[src/host_port_pkg.sv]
/*
 * constants for the asynchronous host port with device reset.
 * assumes a single 20 MHz clock; host pins are already synchronous to it.
 */
package host_port_pkg;
	localparam int DATA_W        = 16;
	localparam int ADDR_W        = 15;
	localparam int LOCAL_N       = 16;
	localparam int BACK_N        = 32;
	localparam int LOCAL_EN_N    = 2;
	localparam int BACK_EN_N     = 4;
	localparam int CLK_PERIOD_NS = 50;
	localparam int GAP_NS        = 30;
	// least time, rounded up, at least one cycle
	localparam int GAP_CYC       = (GAP_NS + CLK_PERIOD_NS - 1) / CLK_PERIOD_NS;
	localparam int REG_DEPTH     = 8;
	localparam int REG_IDX_W     = 3;
	localparam logic [15:0] REG_RESET = 16'h0000;

	typedef enum logic [1:0] {
		ST_IDLE = 2'b00,
		ST_ACK  = 2'b01,
		ST_HOLD = 2'b10
	} port_state_type;
endpackage
[src/host_port.sv]
/*
 * host port top: strobed host access to a small register array, acknowledge
 * handshake, reset synchroniser and reset-safe serial and buffer-enable outputs.
 * assumes host pins synchronous to sys_clk and an external pull-up on ack.
 */
`timescale 1ns/1ps
module host_port #(
	parameter int DATA_W = host_port_pkg::DATA_W,
	parameter int ADDR_W = host_port_pkg::ADDR_W
) (
	input  wire logic                            sys_clk,       // 20 MHz clock
	input  wire logic                            rst,           // sync reset, active high
	input  wire logic                            device_rst_n,  // device reset pin
	input  wire logic                            port_select_n, // host select
	input  wire logic                            data_strobe_n, // host strobe
	input  wire logic                            read_not_write,// 1 read, 0 write
	input  wire logic [ADDR_W-1:0]               host_address_bus, // address
	input  wire logic [DATA_W-1:0]               host_data_in,  // bus level seen
	output logic      [DATA_W-1:0]               host_data_out, // read data
	output logic                                 host_data_oe,  // drive bus
	output logic                                 transfer_ack_n,   // ack level
	output logic                                 transfer_ack_oe,  // drive ack
	input  wire logic                            local_output_reset_state_sel, // 1 high
	input  wire logic                            backplane_output_reset_state_sel,
	input  wire logic                            output_drive_enable, // outputs on
	input  wire logic [host_port_pkg::LOCAL_N-1:0] local_stream_data, // from switch
	input  wire logic [host_port_pkg::BACK_N-1:0]  backplane_stream_data,
	output logic      [host_port_pkg::LOCAL_N-1:0] local_serial_out,    // level
	output logic      [host_port_pkg::LOCAL_N-1:0] local_serial_oe,     // drive
	output logic      [host_port_pkg::BACK_N-1:0]  backplane_serial_out,
	output logic      [host_port_pkg::BACK_N-1:0]  backplane_serial_oe,
	output logic      [host_port_pkg::LOCAL_EN_N-1:0] local_ext_buffer_enable,
	output logic      [host_port_pkg::BACK_EN_N-1:0]  backplane_ext_buffer_enable,
	output logic                                 in_reset       // synced reset state
);
	localparam int LN = host_port_pkg::LOCAL_N;
	localparam int BN = host_port_pkg::BACK_N;

	////////////////////////////////////////////////////////////////////////////
	// reset: asserted at once by the pin and at the next clock edge by rst, released through two flops
	logic rst_meta_q;
	logic rst_sync_q;
	wire  rst_any = rst | ~device_rst_n;
	always_ff @(posedge sys_clk or negedge device_rst_n) begin
		if (!device_rst_n) begin
			rst_meta_q <= 1'b1;
			rst_sync_q <= 1'b1;
		end else if (rst) begin
			rst_meta_q <= 1'b1;
			rst_sync_q <= 1'b1;
		end else begin
			rst_meta_q <= 1'b0;
			rst_sync_q <= rst_meta_q;
		end
	end

	////////////////////////////////////////////////////////////////////////////
	// access decode
	wire access = ~port_select_n & ~data_strobe_n;
	wire [host_port_pkg::REG_IDX_W-1:0] reg_idx =
		host_address_bus[host_port_pkg::REG_IDX_W-1:0];

	host_port_pkg::port_state_type state_q;
	host_port_pkg::port_state_type state_d;
	logic [DATA_W-1:0] regs_q [host_port_pkg::REG_DEPTH];
	logic [DATA_W-1:0] rdata_q;
	logic              ack_q;
	logic              drive_q;
	logic [1:0]        gap_q;
	logic [15:0]       access_cnt_q;

	always_comb begin
		state_d = state_q;
		case (state_q)
			host_port_pkg::ST_IDLE: begin
				if (access) begin
					state_d = host_port_pkg::ST_ACK;
				end
			end
			host_port_pkg::ST_ACK: begin
				if (!access) begin
					state_d = host_port_pkg::ST_IDLE;
				end else begin
					state_d = host_port_pkg::ST_HOLD;
				end
			end
			host_port_pkg::ST_HOLD: begin
				if (!access) begin
					state_d = host_port_pkg::ST_IDLE;
				end
			end
			default: state_d = host_port_pkg::ST_IDLE;
		endcase
	end

	wire take_write = (state_q == host_port_pkg::ST_IDLE) & access & ~read_not_write;

	always_ff @(posedge sys_clk or negedge device_rst_n) begin
		if (!device_rst_n) begin
			state_q      <= host_port_pkg::ST_IDLE;
			ack_q        <= 1'b0;
			drive_q      <= 1'b0;
			rdata_q      <= '0;
			access_cnt_q <= 16'h0000;
		end else if (rst_sync_q || rst) begin
			state_q      <= host_port_pkg::ST_IDLE;
			ack_q        <= 1'b0;
			drive_q      <= 1'b0;
			rdata_q      <= '0;
			access_cnt_q <= 16'h0000;
		end else begin
			state_q <= state_d;
			ack_q   <= (state_d != host_port_pkg::ST_IDLE);
			drive_q <= (state_d != host_port_pkg::ST_IDLE) & read_not_write;
			if ((state_q == host_port_pkg::ST_IDLE) && access) begin
				rdata_q      <= regs_q[reg_idx];
				access_cnt_q <= access_cnt_q + 16'h0001;
			end
		end
	end

	// register array: cleared by reset, written on accepted write strobes
	generate
		for (genvar i = 0; i < host_port_pkg::REG_DEPTH; i++) begin : g_reg
			always_ff @(posedge sys_clk or negedge device_rst_n) begin
				if (!device_rst_n) begin
					regs_q[i] <= host_port_pkg::REG_RESET;
				end else if (rst_sync_q || rst) begin
					regs_q[i] <= host_port_pkg::REG_RESET;
				end else if (take_write && reg_idx == i) begin
					regs_q[i] <= host_data_in;
				end
			end
		end
	endgenerate

	// host gap tracker for the assertion below only
	always_ff @(posedge sys_clk) begin
		if (rst_any) begin
			gap_q <= 2'b00;
		end else if (ack_q && state_d == host_port_pkg::ST_IDLE) begin
			gap_q <= 2'b01;
		end else begin
			gap_q <= 2'b00;
		end
	end

	assign host_data_out   = rdata_q;
	assign host_data_oe    = drive_q;
	assign transfer_ack_n  = 1'b0;     // only ever pulls low; pull-up gives high
	assign transfer_ack_oe = ack_q;

	////////////////////////////////////////////////////////////////////////////
	// serial outputs and external buffer enables
	logic [LN-1:0] lso_q, loe_q;
	logic [BN-1:0] bso_q, boe_q;
	logic [host_port_pkg::LOCAL_EN_N-1:0] lbe_q;
	logic [host_port_pkg::BACK_EN_N-1:0]  bbe_q;
	wire  live = ~rst_sync_q & output_drive_enable;

	always_ff @(posedge sys_clk or negedge device_rst_n) begin
		if (!device_rst_n) begin
			lso_q <= '1;
			bso_q <= '1;
			lbe_q <= '0;
			bbe_q <= '0;
		end else begin
			lso_q <= live ? local_stream_data : '1;
			bso_q <= live ? backplane_stream_data : '1;
			lbe_q <= live ? '1 : '0;
			bbe_q <= live ? '1 : '0;
		end
	end

	// no async reset here: the reset state follows the select pins, which an
	// async branch cannot read; the pin reset sets rst_sync_q at once, so the
	// enables reach their reset state on the first clock edge of reset
	always_ff @(posedge sys_clk) begin
		loe_q <= live ? '1 : {LN{local_output_reset_state_sel}};
		boe_q <= live ? '1 : {BN{backplane_output_reset_state_sel}};
	end

	assign local_serial_out            = lso_q;
	assign local_serial_oe             = loe_q;
	assign backplane_serial_out        = bso_q;
	assign backplane_serial_oe         = boe_q;
	assign local_ext_buffer_enable     = lbe_q;
	assign backplane_ext_buffer_enable = bbe_q;
	assign in_reset                    = rst_sync_q;
endmodule

[config.mk]
export PLATFORM = sky130hd
export DESIGN_NAME = host_port
export DESIGN_NICKNAME = d
export VERILOG_FILES = /design/src/host_port_pkg.sv /design/src/host_port.sv
export SDC_FILE = /design/constraint.sdc
export NUM_CORES = 1
export LEC_CHECK = 0
export ABC_AREA = 0
export BUFFER_PORTS_ARGS = -buffer_cell sky130_fd_sc_hd__buf_2
export CAP_MARGIN = 20
export CORE_MARGIN = 4
export CORE_UTILIZATION = 55
export DETAILED_ROUTE_END_ITERATION = 6
export PLACE_DENSITY = 0.81
export SLEW_MARGIN = 40
export SYNTH_ARGS = -nofsm -noshare
export SYNTH_HDL_FRONTEND = slang
export SYNTH_SLANG_ARGS = --single-unit
export TNS_END_PERCENT = 1
[constraint.sdc]
create_clock -name sys_clk -period 1.8 [get_ports sys_clk]
set_input_delay 0.18 -clock sys_clk [delete_from_list [all_inputs] [get_ports sys_clk]]
set_output_delay 0.18 -clock sys_clk [all_outputs]
set_load 0.01 [all_outputs]
==> results of run 1 <==
-- kinds of logic (layout without fill, tap and decap cells) --
kind of cell / after synthesis / count (layout) / synth area share
AO/OA/AOI/OAI: 274 / 274 / 0.150
flip-flops: 201 / 201 / 0.533
AND/OR/NAND/NOR: 199 / 199 / 0.124
buffers and inverters: 154 / 334 / 0.101
multiplexers: 48 / 48 / 0.0923
other: 1 / 2 / 0.000393
-- power by group --
part	total [mW]	switching [mW]	internal (mW)	leakage, nW
Clock	4.35	1.83	2.52	0.348
Sequential	4.61	0.0282	4.58	2.62
Combinational	0.998	0.604	0.394	1.84
-- cell type report --
cell class              instances  area share
flip-flops and latches        201       0.435
clock inverters                 6     0.00289
inverters                       1    0.000321
repair buffers                296       0.181
well taps                     220      0.0236
multi-input cells             522       0.302
diodes                          1    0.000214
clock buffers                  31      0.0560
-- cells in the final DEF, fill, tap and decap left out, types with 2 or more instances in the layout --
cell           netlist  final
dfstp_2             50     50
nor4b_4              2      2
a21oi_1            129    127
o21ai_1             63     65
nor4_4               2      2
o21ai_0             65     63
dfrtp_1            149    149
buf_2               35    195
a21oi_2              0      2
clkbuf_16            0     22
clkbuf_1            35      2
or4b_4               2      2
clkinv_2             0      5
mux4_2              32     32
nand3_1            129    129
or2_2                3      3
dfxtp_1              2      2
o2bb2ai_1           16     16
clkbuf_8             0      8
nand2b_1            48     48
buf_4               58     25
nor2_1               3      3
buf_12               0     18
dlygate4sd3_1        0     56
mux2i_1             16     16
-- Yosys cell counts (3+ instances only) --
| master | n |
|---|---|
| dfstp_2 | 50 |
| nand3_1 | 129 |
| buf_4 | 58 |
| buf_6 | 15 |
| mux2i_1 | 16 |
| mux4_2 | 32 |
| clkbuf_1 | 35 |
| nand2b_1 | 48 |
| or2_2 | 3 |
| o21ai_1 | 63 |
| clkbuf_2 | 6 |
| a21oi_1 | 129 |
| buf_1 | 4 |
| nor2_1 | 3 |
| buf_2 | 35 |
| o2bb2ai_1 | 16 |
| o21ai_0 | 65 |
| dfrtp_1 | 149 |
-- worst max-delay path by stage --
stage / from / to / slack [ns]
5_1_grt: state_q[0] / regs_q[25] / -0.01
3_5_place_dp: host_address_bus[2] / regs_q[60] / 0.04
2_1_floorplan: state_q[0] / regs_q[43] / 0.21
4_1_cts: state_q[0] / regs_q[81] / 0.08
6_report: state_q[0] / regs_q[23] / 0.01
3_3_place_gp: port_select_n / regs_q[79] / 0.11
-- sequential cells by signal, summed over array words and instances (netlist names) --
register                     flops
backplane_ext_buffer_enable      1
backplane_serial_oe              1
backplane_serial_out            32
host_data_oe                     1
host_data_out                   16
in_reset                         1
local_serial_oe                  1
local_serial_out                16
regs_q                         128
rst_meta_q                       1
state_q                          2
transfer_ack_oe                  1
-- timing repair --
item / in CTS / in global routing
gates resized for setup: 0 / 5
hold buffers: 56 / 0
hold endpoints to repair: 102 / 0
setup endpoints to repair: 0 / 4
-- per-layer routing --
metal	wire length, um	vias up	part of all wire	GRT usage
met4	1450	0	0.050	0.135
li1	-	3419	-	-
met1	9890	3947	0.34	0.365
met5	0	-	0	0
met3	2840	126	0.098	0.0569
met2	14800	615	0.51	0.496
-- stage by stage --
stage                     total power, mW  hold slack [ns]  setup TNS [ns]
final                                9.96           0.0111               0
after global routing                 10.2           0.0100         -0.0149
after CTS                            9.86         0.000452               0
after detailed placement             5.56            0.161               0
after global placement               5.54            0.157               0
after floorplan                      5.21           -0.116               0
-- critical path, cell delays in order (launching register included) --
cell     delay [ns]
dfrtp_1        0.46
or4b_4         0.78
o21ai_0        0.30
a21oi_1        0.11
==> impl_metrics.yaml, run 1 <==
worst_setup_path:
  worstSetupEndpointType: "flop"
  arrival_ns: 2.14
  worstSetupPathType: "reg2reg"
  regToRegStartpoint: "state_q[0]"
  cp_data_required_time_ns: 2.15
  r2r-end: "regs_q[23]"
  critical_path.max_fanout: 32
  rr_worst_depth: 3
  r2r_slack_ns: 0.01
  crit_path_start_kind: "flop"
finish:
  area_delta_synth_final_pct: 22.5
  final_layout_size_suffix_gt1_frac: 0.354
  multi_input_area_um2: 3520
  finish.instance_area_um2: 11700
  final_core_util: 0.695
  nFillCells: 1120
  seq_area_um2: 5080
  nNetsFinal: 1131
  stdcell_count: 1278
timing:
  period_needed_ns: 1.79
  finalWorstSetupSlack_ns: 0.0109
  rsz0062_at_grt: "yes"
  finalCritPeriodShare: 0.994
  slew_viol_final: 0
  hold_viol: 0
  setup_viol: 0
  timing.fmax_mhz: 559
  tightest_slew_ns: 0.661
  skew_ns: 0.0109
  maxSlewHeadroom: 0.559
floorplanning:
  initial_core_util: 0.567
  chipHeight_um: 140
  dieArea_um2: 19500
  core_um2: 16800
  dieWidth_um: 140
  ios: 210
  rows: 47
clocking:
  clkLatencyLatePin_ns: 0.50
  postCtsSetupBuffers: 0
  cts-root-buf: "clkbuf_16"
  cts.path.max_buffers: 3
  cts_max_level: 1
  clock-sinks: 201
  clk_pin_slew_ns: 0.07
  numCtsBuffers: 21
  cts_tree: "done"
outcome:
  status: "complete, but fails checks"
  violations: "design-rule violations"
synthesis:
  synth-seq-cells: 201
  syn_inst: 877
  syn_nets: 965
  synth_top_area_cell: "dfrtp_1"
  synth.distinct_cells: 34
  netlist_top_cells_area: "dfrtp_1 39%, dfstp_2 14%, mux4_2 7.6%, a21oi_1 6.8%, nand3_1 6.8%"
  synthFlopType: "dfrtp_1"
  synth_top_area_frac: 0.391
  netlist_area_um2: 9540
  synth-edff-count: 0
  avgSynthCellArea_um2: 10.9
  synth_warnings: 0
  synth_async_sr_flop_share: 0.990
  ys_seq_area_frac: 0.533
min_path:
  whs_endpoint: "host_data_oe"
  hp-start: "read_not_write"
  timing.hold.worst_path_depth: 2
  hp-class: "in2reg"
detailed_routing:
  ant_nets: 0
  wire_per_inst_um: 22.7
  drt_iter0_markers: 1266
  dr.pass1.iters: 7
  drc: 3
  wirelength_um: 29000
  via_per_inst: 6.34
  vias: 8107
global_routing:
  grt_overflow: 0
  grt_first_pass_wirelength_um: 46000
  grt_pass1_vias: 8192
  grt_max_degree: 129
  grtUsageTotal: 0.293
  grt_antenna_before_repair: 1
placement:
  place_ws_ns: 0.0417
  place_area_um2: 10400
  dp_hpwl_um: 15300
  io_buffer_count: 196
  dp_cells: 1184
  gp_congestion: 0.791
power:
  irDropWorstVdd_mv: 0.681
  cellLeakagePower_nw: 4.82
  p_per_area_nw_per_um2: 852
flow_run:
  maxCapViolations: 0
Power figures use the tool's default switching activity.
==> run 2: changes to the inputs <==
- CORE_MARGIN: 4 -> not set
==> run 2 against run 1 <==
Net effect: the flow still finishes with violations (design-rule violations); sequential cell count unchanged; sequential power hardly changed; cell area is 1.6% lower; utilization fell by 0.91 points; via count is 5.7% lower; die area shrank 8.4%; combinational power is 4.2% lower; critical path type unchanged.
==> impl_metrics.yaml, run 2 (synthesis gave the netlist of run 1 again) <==
placement:
  gp_congestion: 0.764
  dp_cells: 1179
  io_buffer_count: 196
  place_area_um2: 10400
  dp_hpwl_um: 14100
  place_ws_ns: 0.0883
clocking:
  clk_pin_slew_ns: 0.06
  clock-sinks: 201
  cts.path.max_buffers: 3
  clkLatencyLatePin_ns: 0.49
  cts-root-buf: "clkbuf_16"
  cts_max_level: 1
  numCtsBuffers: 20
  cts_tree: "done"
finish:
  final_layout_size_suffix_gt1_frac: 0.343
  multi_input_area_um2: 3520
  regMostFlops: "regs_q"
  largest_reg_flops: 128
  final_cell_mix: "195 x buf_2, 149 x dfrtp_1, 129 x nand3_1, 129 x a21oi_1, 65 x o21ai_1"
  final_common_cell: "buf_2"
  finish.instance_area_um2: 11500
  nNetsFinal: 1121
  final_core_util: 0.686
  area_delta_synth_final_pct: 20.5
  seq_area_um2: 5080
  nFillCells: 1184
  stdcell_count: 1264
worst_setup_path:
  crit_path_start_kind: "flop"
  critical_path.max_fanout: 32
  cp_data_required_time_ns: 2.15
  arrival_ns: 2.09
  worstSetupEndpointType: "flop"
  worstSetupPathType: "reg2reg"
power:
  cellLeakagePower_nw: 4.71
  irDropWorstVdd_mv: 0.638
  p_per_area_nw_per_um2: 821
  power_mw: 9.43
flow_run:
  maxCapViolations: 0
floorplanning:
  rows: 47
  dieWidth_um: 134
  dieArea_um2: 17900
  chipHeight_um: 134
  core_um2: 16800
  ios: 210
  initial_core_util: 0.569
timing:
  maxSlewHeadroom: 0.420
  period_needed_ns: 1.74
  rsz0062_at_grt: "no"
  finalCritPeriodShare: 0.965
  holdWs_ns: 0.00828
  slew_viol_final: 0
  fin_tns_setup_ns: 0
  finalWorstSetupSlack_ns: 0.0632
  hold_viol: 0
  setup_viol: 0
  tightest_slew_ns: 0.848
  skew_ns: 0.00815
  timing.fmax_mhz: 576
global_routing:
  grtUsageTotal: 0.280
  grt_antenna_before_repair: 2
  grt_overflow: 0
  grt_first_pass_wirelength_um: 39500
  grt_pass1_vias: 7388
  grt_use_met2: 0.483
  use_met1: 0.364
  grt_max_degree: 93
  grt.busiest_layer: "met2"
  met3_usage: 0.0403
outcome:
  status: "complete, but fails checks"
  violations: "design-rule violations"
detailed_routing:
  drc: 3
  via_per_inst: 6.05
  drt_iter0_markers: 990
  ant_nets: 0
  wirelength_um: 24900
  dr.pass1.iters: 7
  wire_per_inst_um: 19.7
  vias: 7641
min_path:
  hp-class: "in2reg"
[run 2: changes by cell type in the layout (fill, tap and decap cells not counted), sizes merged]
cell / before / now
diode: 1 / 2
buf: 239 / 234
inv: 2 / 1
clkinv: 5 / 0
dlygate4sd3: 56 / 52
[run 2: final cells by class]
| class | instances | area share |
|---|---|---|
| Multi-Input combinational cell | 522 | 0.306 |
| Clock buffer | 31 | 0.0516 |
| Tap cell | 220 | 0.0239 |
| Antenna cell | 2 | 0.000435 |
| Inverter | 1 | 0.000327 |
| Timing Repair Buffer | 287 | 0.175 |
| Sequential cell | 201 | 0.442 |
[run 2: timing repair]
action / in CTS / in global routing
gates resized for setup: 0 / 3
hold buffers: 52 / 0
endpoints found under the hold margin: 98 / 0
endpoints found under the setup margin: 0 / 34
setup buffers: 0 / 0
[run 2: worst max-delay path, cell delays in order, from the launching register on]
cell and delay [ns]:
dfrtp_1 0.44, or4b_4 0.78, o21ai_0 0.28, a21oi_1 0.10
[run 2: metal layers]
layer	wire, um	share of wire	vias to the layer above
li1	-	-	3386
met1	9190	0.37	3826
met2	13300	0.53	385
met3	1870	0.075	44
met4	590	0.024	0
met5	0	0	-
[run 2: worst paths after layout]
path	to	slack [ns]	cells past startpoint	from
max in group asynchronous	backplane_serial_out[5]	0.83	3	device_rst_n
min	regs_q[117]	0.008	3	host_data_in[5]
min in group asynchronous	regs_q[92]	0.21	2	device_rst_n
max reg2reg	regs_q[22]	0.06	3	state_q[0]
min reg2reg	host_data_out[9]	0.49	1	host_data_out[9]
max	regs_q[22]	0.06	3	state_q[0]
[run 2: power by group]
group	internal, mW	total [mW]	switching, mW
clock network	2.24	3.87	1.63
registers	4.58	4.61	0.0264
logic	0.379	0.956	0.578
==> run 3: changes to the inputs <==
- BUFFER_PORTS_ARGS: -buffer_cell sky130_fd_sc_hd__buf_2 -> -buffer_cell sky130_fd_sc_hd__buf_4
- clock period: 1.8 -> 1.75 ns (I/O delays scaled with it)
==> run 3 against run 2 <==
Net effect: the run now ends clean; utilization is 5.3 points higher; first-iteration DRC count is 1.6% lower; via count increased by 7.9%; clock skew grew 0.0047 ns; critical path depth rose by 3; non-clock buffer count increased by 26; cell area increased by 7.8%; final cell count up 2.4%; hold slack improved by 0.0030 ns; critical endpoint is now regs_q[103]; largest power group unchanged.
==> impl_metrics.yaml, run 3 (synthesis gave the netlist of run 1 again) <==
timing:
  finalCritPeriodShare: 0.998
  maxSlewHeadroom: 0.505
  fin_tns_setup_ns: 0
  timing.fmax_mhz: 573
  skew_ns: 0.0128
  tightest_slew_ns: 0.723
  hold_viol: 0
  finalWorstSetupSlack_ns: 0.00363
  slew_viol_final: 0
  holdWs_ns: 0.0113
  setup_viol: 0
  rsz0062_at_grt: "no"
  period_needed_ns: 1.75
min_path:
  hp-start: "host_data_in[9]"
  timing.hold.worst_path_depth: 3
  whs_endpoint: "regs_q[25]"
  hp-class: "in2reg"
global_routing:
  grtUsageTotal: 0.342
  grt_max_degree: 129
  grt_overflow: 0
  grt_pass1_vias: 8465
  grt_antenna_before_repair: 1
  grt_first_pass_wirelength_um: 46900
worst_setup_path:
  cpPeakStageDelay_ns: 0.59
  regToRegStartpoint: "state_q[1]"
  cp_data_required_time_ns: 2.10
  crit_chain: "dlygate4sd3_1 -> buf_4 -> or4_2 -> buf_12 -> o21ai_1 -> a21oi_1"
  worstSetupEndpointType: "flop"
  crit_path_start_kind: "input port"
  crit_buf_inv: 3
  rr_worst_depth: 4
  arrival_ns: 2.09
  critical_path.max_fanout: 64
  crit_slowest_cell: "or4_2"
  critPathTopFamily: "buffers and inverters"
  r2r_slack_ns: 0.02
  worstSetupPathType: "in2reg"
  r2r-end: "regs_q[22]"
clocking:
  clock-sinks: 201
  numCtsBuffers: 21
  clk_pin_slew_ns: 0.06
  clkLatencyLatePin_ns: 0.50
  cts_tree: "done"
  cts-root-buf: "clkbuf_16"
  cts_max_level: 1
  cts.path.max_buffers: 3
detailed_routing:
  via_per_inst: 6.37
  drt_iter0_markers: 974
  wirelength_um: 30300
  dr.pass1.iters: 5
  vias: 8245
  ant_nets: 0
  drc: 0
  wire_per_inst_um: 23.4
placement:
  place_ws_ns: -0.0216
  dp_hpwl_um: 15600
  gp_congestion: 0.785
  io_buffer_count: 196
finish:
  final_common_cell: "buf_4"
  nFillCells: 1010
  largest_reg_flops: 128
  final_layout_size_suffix_gt1_frac: 0.351
  antenna_cells: 0
  final_cell_mix: "221 x buf_4, 148 x dfrtp_1, 129 x nand3_1, 129 x a21oi_1, 70 x dlygate4sd3_1"
  regMostFlops: "regs_q"
  area_delta_synth_final_pct: 29.8
  nNetsFinal: 1148
floorplanning:
  dieWidth_um: 134
  rows: 47
  initial_core_util: 0.569
  dieArea_um2: 17900
  chipHeight_um: 134
  ios: 210
  core_um2: 16800
flow_run:
  maxCapViolations: 0
power:
  irDropWorstVdd_mv: 0.725
  cellLeakagePower_nw: 5.10
  power_mw: 10.6
  p_per_area_nw_per_um2: 859
outcome:
  status: "finished, final reports clean"
==> run 3: cell count changes in the layout (fill, tap and decap cells not counted), sizes merged <==
cell,previous run,this run
buf,234,242
bufinv,0,2
clkbuf,32,29
clkinv,0,5
clkinvlp,0,1
diode,2,0
dlygate4sd3,52,70
inv,1,2
==> run 3: how the worst max path moves through the flow <==
| stage | from | end | slack, ns | cells past startpoint |
|---|---|---|---|---|
| floorplan | state_q[0] | regs_q[43] | 0.16 | 5 |
| global placement | host_address_bus[1] | host_data_out[13] | 0.06 | 5 |
| detailed placement | host_address_bus[2] | regs_q[51] | -0.02 | 6 |
| CTS | state_q[0] | regs_q[22] | 0.05 | 4 |
| global route | read_not_write | regs_q[79] | 0.005 | 6 |
| finish | read_not_write | regs_q[103] | 0.004 | 6 |
==> run 3: through the flow <==
step / util / std cells / area (um2)
finish: 0.739 / 1294 / 12400
global placement: 0.654 / 1187 / 11000
detailed placement: 0.654 / 1187 / 11000
CTS: 0.739 / 1294 / 12400
global route: 0.739 / 1294 / 12400
floorplan: - / 877 / 9540
==> run 3: metal layers <==
layer | global-route usage | wire length (um) | part of all wire
met5 | 0 | 13 | 0.00043
met4 | 0.188 | 1390 | 0.046
met3 | 0.0643 | 2790 | 0.092
met2 | 0.587 | 15800 | 0.52
met1 | 0.407 | 10200 | 0.34
==> run 3: cell type report <==
| cell class | count | area (um2) | area share |
|---|---|---|---|
| clock inverter | 9 | 101 | 0.00818 |
| sequential | 201 | 5080 | 0.410 |
| tap | 220 | 275 | 0.0222 |
| timing repair buffer | 313 | 2790 | 0.225 |
| multi-input combinational | 522 | 3520 | 0.284 |
| clock buffer | 28 | 623 | 0.0503 |
| inverter | 1 | 3.75 | 0.000303 |
==> run 3: tightest hold or removal path, stage by stage <==
cell and delay [ns]:
buf_4 0.15, nand3_1 0.07, a21oi_1 0.06
==> run 3: report_power, final <==
part	internal [mW]	total (mW)	leakage (nW)	switching, mW
combinational	0.541	1.20	2.12	0.664
sequential	4.71	4.74	2.62	0.0262
clock	2.80	4.70	0.361	1.90
total	8.05	10.6	5.10	2.59
==> run 3: timing repair <==
item,4_1_cts,5_1_grt
endpoints found under the hold margin,204,0
resized for setup,0,5
hold buffers,70,0
setup endpoints to repair,0,5
setup buffers,0,0
